File: config.mk
export PLATFORM = sky130hd
export DESIGN_NAME = bsr_shift_reg
export DESIGN_NICKNAME = d
export VERILOG_FILES = /design/src/design/bsr_shift_reg.v
export VERILOG_INCLUDE_DIRS = /design/src /design/src/design
export SDC_FILE = /design/constraint.sdc
export NUM_CORES = 1
export LEC_CHECK = 0
export ABC_AREA = 1
export BUFFER_PORTS_ARGS = -buffer_cell sky130_fd_sc_hd__buf_2
export CAP_MARGIN = 30
export CORE_MARGIN = 3
export CORE_UTILIZATION = 50
export CTS_CLUSTER_SIZE = 28
export DETAILED_ROUTE_END_ITERATION = 7
export GPL_TIMING_DRIVEN = 0
export HOLD_SLACK_MARGIN = 0.08
export PLACE_DENSITY = 0.76
export SYNTH_ARGS = -nofsm -noshare
export SYNTH_HDL_FRONTEND = slang
export SYNTH_HIERARCHICAL = 1
export SYNTH_SLANG_ARGS = --single-unit
File: constraint.sdc
create_clock -name core_clk_in -period 2.52 [get_ports core_clk_in]
set_input_delay 0 -clock core_clk_in [delete_from_list [all_inputs] [get_ports core_clk_in]]
set_output_delay 0 -clock core_clk_in [all_outputs]
set_load 0.03 [all_outputs]
File: src/design/bsr_regs.vh
`ifndef BSR_REGS_VH
`define BSR_REGS_VH
// Mode select codes {mode_select_high, mode_select_low}
`define BSR_MODE_HOLD  2'h0
`define BSR_MODE_RIGHT 2'h1
`define BSR_MODE_LEFT  2'h2
`define BSR_MODE_LOAD  2'h3
// Register width and clear value
`define BSR_WIDTH      4
`define BSR_CLEAR_VAL  4'h0
// Sample FIFO geometry
`define BSR_FIFO_DEPTH 16
`define BSR_FIFO_AW    4
`endif

File: src/design/bsr_shift_reg.v
`timescale 1ns/100ps
`include "bsr_regs.vh"

////////////////////////////////////////////////////////////////////////////
// Small synchronous FIFO with valid/ready on both sides
module bsr_fifo
#(
   parameter WIDTH = 4,
   parameter DEPTH = 16,
   parameter AW    = 4
)
(
   // Clock and reset
   input  wire             core_clk_in,
   input  wire             nrst_in,
   // Fill side
   input  wire             wr_valid_in,
   output wire             wr_ready_out,
   input  wire [WIDTH-1:0] wr_data_in,
   // Drain side
   output wire             rd_valid_out,
   input  wire             rd_ready_in,
   output wire [WIDTH-1:0] rd_data_out
);
   reg  [WIDTH-1:0] mem [0:DEPTH-1]; // Storage
   reg  [AW-1:0]    wr_ptr;          // Write index
   reg  [AW-1:0]    rd_ptr;          // Read index
   reg  [AW:0]      count;           // Occupancy, one bit wider than index
   wire             do_wr;
   wire             do_rd;

   assign wr_ready_out = (count != DEPTH[AW:0]);
   assign rd_valid_out = (count != {(AW+1){1'b0}});
   assign rd_data_out  = mem[rd_ptr];
   assign do_wr        = wr_valid_in && wr_ready_out;
   assign do_rd        = rd_valid_out && rd_ready_in;

   // Storage write, no reset needed on data
   always @(posedge core_clk_in)
   begin
      if (do_wr)
      begin
         mem[wr_ptr] <= wr_data_in;
      end
   end

   // Pointers and occupancy
   always @(posedge core_clk_in)
   begin
      if (!nrst_in)
      begin
         wr_ptr <= {AW{1'b0}};
         rd_ptr <= {AW{1'b0}};
         count  <= {(AW+1){1'b0}};
      end
      else
      begin
         if (do_wr)
         begin
            wr_ptr <= wr_ptr + 1'b1;
         end
         if (do_rd)
         begin
            rd_ptr <= rd_ptr + 1'b1;
         end
         // Simultaneous read and write leaves the count alone
         if (do_wr && !do_rd)
         begin
            count <= count + 1'b1;
         end
         else if (do_rd && !do_wr)
         begin
            count <= count - 1'b1;
         end
      end
   end
endmodule

////////////////////////////////////////////////////////////////////////////
// Four-bit universal shift register; clear, mode, serial and parallel pins enter through synchronisers
module bsr_shift_reg
(
   // Clock and reset
   input  wire       core_clk_in,
   input  wire       nrst_in,
   // Clear, active low
   input  wire       async_clear_n_in,
   // Mode selects
   input  wire       mode_select_low_in,
   input  wire       mode_select_high_in,
   // Serial and parallel data
   input  wire       right_serial_in,
   input  wire       left_serial_in,
   input  wire [3:0] par_data_in,
   // Parallel outputs, index 0 is the first position
   output reg  [3:0] q_out,
   // Sample stream of register contents
   output reg        smp_valid_out,
   output reg  [3:0] smp_data_out,
   input  wire       smp_ready_in
);
   // Two-stage synchronisers; stage one is read only by stage two
   reg  [8:0] sync1;
   reg  [8:0] sync2;
   wire       clr_n;
   wire [1:0] mode;
   wire       ser_r;
   wire       ser_l;
   wire [3:0] pdat;
   reg  [3:0] next_q;      // Next register value
   reg        changed;     // Register value moved this edge
   wire       f_ready;     // FIFO can accept
   wire       f_valid;     // FIFO holds a sample
   wire [3:0] f_data;
   wire       f_pop;

   assign clr_n = sync2[8];
   assign mode  = sync2[7:6];
   assign ser_r = sync2[5];
   assign ser_l = sync2[4];
   assign pdat  = sync2[3:0];

   // Bring the clear, mode, serial and parallel pins into the clock domain
   always @(posedge core_clk_in)
   begin
      if (!nrst_in)
      begin
         sync1 <= 9'h000;
         sync2 <= 9'h000;
      end
      else
      begin
         sync1 <= {async_clear_n_in, mode_select_high_in, mode_select_low_in,
                   right_serial_in, left_serial_in, par_data_in};
         sync2 <= sync1;
      end
   end

   // Mode decode; clear sits above every mode
   always @*
   begin
      next_q = q_out;
      if (!clr_n)
      begin
         next_q = `BSR_CLEAR_VAL;
      end
      else
      begin
         case (mode)
            `BSR_MODE_LOAD:
            begin
               next_q = pdat;
            end
            `BSR_MODE_RIGHT:
            begin
               next_q = {q_out[2:0], ser_r};
            end
            `BSR_MODE_LEFT:
            begin
               next_q = {ser_l, q_out[3:1]};
            end
            `BSR_MODE_HOLD:
            begin
               next_q = q_out;
            end
            default:
            begin
               next_q = q_out;
            end
         endcase
      end
   end

   // State update only at the rising edge, so nothing leaks early
   // Clear is sampled, trading true asynchrony for one clock domain
   always @(posedge core_clk_in)
   begin
      if (!nrst_in)
      begin
         q_out   <= `BSR_CLEAR_VAL;
         changed <= 1'b0;
      end
      else
      begin
         q_out   <= next_q;
         changed <= (next_q != q_out);
      end
   end

   // Samples of new contents are queued; drops when full
   bsr_fifo
   #(
      .WIDTH (`BSR_WIDTH),
      .DEPTH (`BSR_FIFO_DEPTH),
      .AW    (`BSR_FIFO_AW)
   )
   u_fifo
   (
      .core_clk_in  (core_clk_in),
      .nrst_in      (nrst_in),
      .wr_valid_in  (changed),
      .wr_ready_out (f_ready),
      .wr_data_in   (q_out),
      .rd_valid_out (f_valid),
      .rd_ready_in  (f_pop),
      .rd_data_out  (f_data)
   );

   // Output skid: pop when stage empty or being taken
   assign f_pop = f_valid && (!smp_valid_out || smp_ready_in);

   // Registered stream output stage
   always @(posedge core_clk_in)
   begin
      if (!nrst_in)
      begin
         smp_valid_out <= 1'b0;
         smp_data_out  <= 4'h0;
      end
      else if (f_pop)
      begin
         smp_valid_out <= 1'b1;
         smp_data_out  <= f_data;
      end
      else if (smp_ready_in)
      begin
         smp_valid_out <= 1'b0;
      end
   end
endmodule

==> flow_results.org <==
** Status
- The flow ran to the end, and the final reports show no timing, DRC or antenna violations.

** Logic synthesis
- Among all flip-flop cells after synthesis, the most frequent one is sky130_fd_sc_hd__edfxtp_1.
- The number of different library cells used by synthesis comes to 24.
- The cell count after synthesis came out at 542.
- Async set-or-reset flop fraction in the synthesized netlist :: 0%
- Biggest area contributors in the synthesized netlist :: sky130_fd_sc_hd__edfxtp_1, sky130_fd_sc_hd__dfxtp_1, sky130_fd_sc_hd__nand2_1, sky130_fd_sc_hd__inv_1, sky130_fd_sc_hd__nand3_1
- Sequential cells were found to cover 58.23% of the synthesized design area.
- In this run, synthesis inferred between 60 and 70 flip-flops with an integrated enable.
- The Yosys step of the flow raised 6 warnings.
- Synthesized cell area :: just under 5000 um^2
- Average cell area after synthesis :: roughly 9 um^2
- Leading area contributor after synthesis :: sky130_fd_sc_hd__edfxtp_1
- Counting every net in the synthesized netlist gives 564.
- Number of register bits inferred by synthesis :: around 110
- The top cell type by area accounts for around 40% of the synthesized area.

** Global route
- Routing usage on met1 :: about 22%
- Routing usage on met3 :: under 10%
- The first global-routing pass estimated 15.57 mm of wire.
- Number of antenna violations at the first check in global routing :: 0
- In the global route stage, overall resource usage came out at between 15 and 20%.
- Global-route congestion overflow total :: 0
- met2 is the most crowded layer.
- Via count of the first global-routing pass :: ~3300
- For met2 alone, demand over resource in global routing was around a third.
- Largest net degree at the start of global routing :: 23

** Worst setup path
- Worst setup path class :: reg2reg
- Worst reg-to-reg path cell count :: 14
- Crit-path max cell delay :: ~0.42 ns
- Worst path required time :: 2.78 ns
- Endpoint type of the worst setup path :: flop
- Launching element type of the critical path :: flop
- In this run the critical register-to-register path is launched from u_fifo/count[1].
- Together, buffers and inverters on the worst path number 3.
- Reg-to-reg critical path endpoint :: u_fifo/count[4]
- Along the worst path, the maximum fanout reaches 7.
- Kind of cell with the highest combined delay on the critical path :: simple AND/OR/NAND/NOR gates
- Crit path from :: u_fifo/count[1]
- For flop-to-flop paths, the worst setup slack is 0.20 ns.
- Critical Path Slowest Stage Cell :: sky130_fd_sc_hd__fa_1
- Arrival time at the worst endpoint :: ~2.6 ns
- Walking the worst path, the cells encountered are nor2_4 -> nand3_4 -> nand2_2 -> inv_2 -> nand2_4 -> ha_1 -> inv_1 -> fa_1 -> nand2_1 -> nand2_1 -> nand3_1 -> nand2_1 -> o21ai_0 -> inv_1.
- The most numerous cell type found on the critical path is sky130_fd_sc_hd__nand2_1.

** Route
- After detailed routing, the total wire length is a little over 9 mm.
- After detailed routing, the number of remaining DRC violations is 0.
- Using the TritonRoute via totals, the vias-per-cell ratio works out to 4.783.
- Detailed-router iteration count before antenna repair :: 5
- Starting DRT DRC Count :: a little over 300
- In this run the remaining antenna-violating nets after routing total 0.
- Via count :: 3434
- Wire per inst :: ~13 um

** Clocking
- The longest clock path from root to sink contains 2 buffers.
- Total setup buffers inserted after CTS :: 0
- Clock root buffer :: sky130_fd_sc_hd__clkbuf_8
- Source-to-sink clock delay at the later pin of the worst-skew pair :: 0.36 ns
- Clock-pin slew was measured on the worst setup and hold paths at around 0.1 ns.
- TritonCTS buffer count :: 9
- Number of levels the H-tree was split into :: 3
- Clock sink count :: approximately 110
- Clock tree from TritonCTS :: done

** Power and ir drop
- Net Sw Frac :: 34.98%
- Sequential cells account for between 40% and 50% of the total power.
- Combinational logic is responsible for between 30% and 40% of the overall power.
- Pleak :: about 2.5 nW
- VDD sags by at most 676.7 uV.
- Power dissipated by switching net loads :: ~1.6 mW
- Internal Power :: approximately 2.9 mW
- Pwr dens :: about 830 nW/um^2
- Clock share of power :: around 22%
- The design draws about 4.5 mW.

** Timing
- Measured slew at the worst slew-check pin :: approximately 0.79 ns
- Subtracting the final worst setup slack from the clock period gives between 2 and 2.5 ns.
- Final setup violation count :: 0
- Setup TNS :: 0 ns
- The worst pin sits at a relative slew slack of a little under half.
- The number of hold-slack violations in the final timing report was 0.
- Upper clock frequency limit :: about 430 MHz
- The number of pins with negative max-slew slack in the final report was 0.
- Setup repair after global routing left no endpoint under its margin.
- The clock arrives with 0.01018 ns of skew.
- Of the available clock period, the critical path in the final layout requires between 90 and 100%.
- Post-layout worst setup margin :: roughly 0.20 ns

** Floorplanning
- 21 I/O pins were placed.
- Area of the placeable core :: ~9300 um^2
- Initial core utilization :: 51.97%
- The floorplan step set the die width to ~100 um.
- The die covers around 11000 um^2.
- Placement Rows :: 35
- Die Height :: about 100 um

** Layout
- Ratio of cells with drive above 1 in the final layout :: between 10% and 20%
- Number of inserted diodes :: 0
- Post-route cell area :: roughly 5400 um^2
- The layout has 793 filler cells.
- Leading cell type in the layout, fill and taps excluded :: sky130_fd_sc_hd__nand2_1
- Net count of the finished layout :: 606
- Leaving out filler cells and counting taps, the final layout contains around 720.
- Area growth syn-to-layout :: 11.74%
- Leaving out fill and tap cells, the most frequent cells in the layout are sky130_fd_sc_hd__nand2_1, sky130_fd_sc_hd__inv_1, sky130_fd_sc_hd__nand3_1.

** Placed design
- The placed instances occupy a cell area of between 5000 and 6000 um^2.
- # placed instances :: slightly below 700
- Pre-CTS setup slack :: 0.1315 ns
- The HPWL after detailed placement is about 6.4 mm.
- Port-buffer cells :: 20
- RePlAce Congestion :: around 0.88

** Worst hold path
- Path type of the worst min-delay path :: in2reg
- The path with the worst hold slack has its endpoint at sync1[2].
- The worst hold path passes through 4 cells.
- Beginning of the worst hold path :: par_data_in[2]

** Job
- The tool flagged a number of max-cap violations equal to 0.
worst max path at each step:
| stage | endpoint | slack [ns] | cells past startpoint |
|---|---|---|---|
| final | u_fifo/count[4] | 0.20 | 14 |
| after global routing | u_fifo/count[4] | 0.02 | 14 |
| after CTS | u_fifo/count[4] | 0.12 | 14 |
| after detailed placement | u_fifo/count[4] | 0.13 | 14 |
| after global placement | u_fifo/count[4] | 0.25 | 14 |
| after floorplan | u_fifo/count[4] | 0.43 | 14 |
Yosys cell counts (2+ instances only):
library cell	number
sky130_fd_sc_hd__a21oi_1	6
sky130_fd_sc_hd__buf_2	2
sky130_fd_sc_hd__buf_4	4
sky130_fd_sc_hd__buf_6	6
sky130_fd_sc_hd__clkbuf_1	2
sky130_fd_sc_hd__dfxtp_1	45
sky130_fd_sc_hd__edfxtp_1	64
sky130_fd_sc_hd__ha_1	9
sky130_fd_sc_hd__inv_1	89
sky130_fd_sc_hd__inv_2	4
sky130_fd_sc_hd__inv_4	3
sky130_fd_sc_hd__nand2_1	145
sky130_fd_sc_hd__nand2_2	9
sky130_fd_sc_hd__nand2_4	2
sky130_fd_sc_hd__nand3_1	65
sky130_fd_sc_hd__nand3_2	2
sky130_fd_sc_hd__nand3_4	2
sky130_fd_sc_hd__nor2_1	61
sky130_fd_sc_hd__nor2_4	2
sky130_fd_sc_hd__o21ai_0	13
sky130_fd_sc_hd__xor2_1	4
area by class of cell:
class                           instances  area, um^2  area share (%)
Multi-Input combinational cell        322        1526           28.18
Tap cell                              129       161.4           2.980
Buffer                                 14       115.1           2.125
Sequential cell                       109        2824           52.14
Clock inverter                          5       41.29          0.7623
Clock buffer                           11       152.6           2.818
Inverter                               97       385.4           7.115
Timing Repair Buffer                   31       210.2           3.881
logic make-up after synthesis:
| logic type | count (synthesis) | synth area share [%] |
|---|---|---|
| and+or+nand+nor | 289 | 26.02 |
| adders and majority gates | 10 | 2.736 |
| xor gates and xnor gates | 4 | 0.7227 |
| buffers and inverters | 111 | 10.33 |
| AOI/OAI and AO/OA | 19 | 1.962 |
| DFF | 109 | 58.23 |
per-layer routing:
metal / vias to the layer above / routed length, um
met5: - / 0
met4: 0 / 79
met3: 10 / 481
met2: 97 / 4618
met1: 1552 / 4056
li1: 1775 / -
metrics by stage:
step	utilization (%)	hold WS, ns
2_1_floorplan	-	0.09763
3_3_place_gp	54.77	0.1825
3_5_place_dp	54.77	0.1879
4_1_cts	58.03	0.3254
5_1_grt	58.07	0.3509
6_report	58.07	0.3611
state kept, by name, indices dropped and copies added, names as in the netlist, named ones only:
register,flops
sync1,9
u_fifo/wr_ptr,4
u_fifo/mem,64
smp_valid_out,1
changed,1
smp_data_out,4
q_out,4
u_fifo/count,5
u_fifo/rd_ptr,4
sync2,9
power by group through the flow:
stage	combinational (mW)	sequential (mW)	clock, mW
2_1_floorplan	0.973	2.18	0
4_1_cts	1.40	2.08	1.03
6_report	1.41	2.08	1.00
5_1_grt	1.58	2.10	1.11
3_5_place_dp	1.38	2.12	0
3_3_place_gp	1.34	2.11	0
worst min-delay path, stage by stage:
cell and delay [ns]:
sky130_fd_sc_hd__dlygate4sd3_1 0.52, sky130_fd_sc_hd__buf_2 0.10, sky130_fd_sc_hd__nand2_1 0.05, sky130_fd_sc_hd__inv_1 0.04
what timing repair did:
item / CTS / global route
setup endpoints to repair: 0 / 2
hold buffers: 11 / 0
gates resized for setup: 0 / 2
endpoints found under the hold margin: 22 / 0
Note: power is estimated with default switching activity, not from simulation.
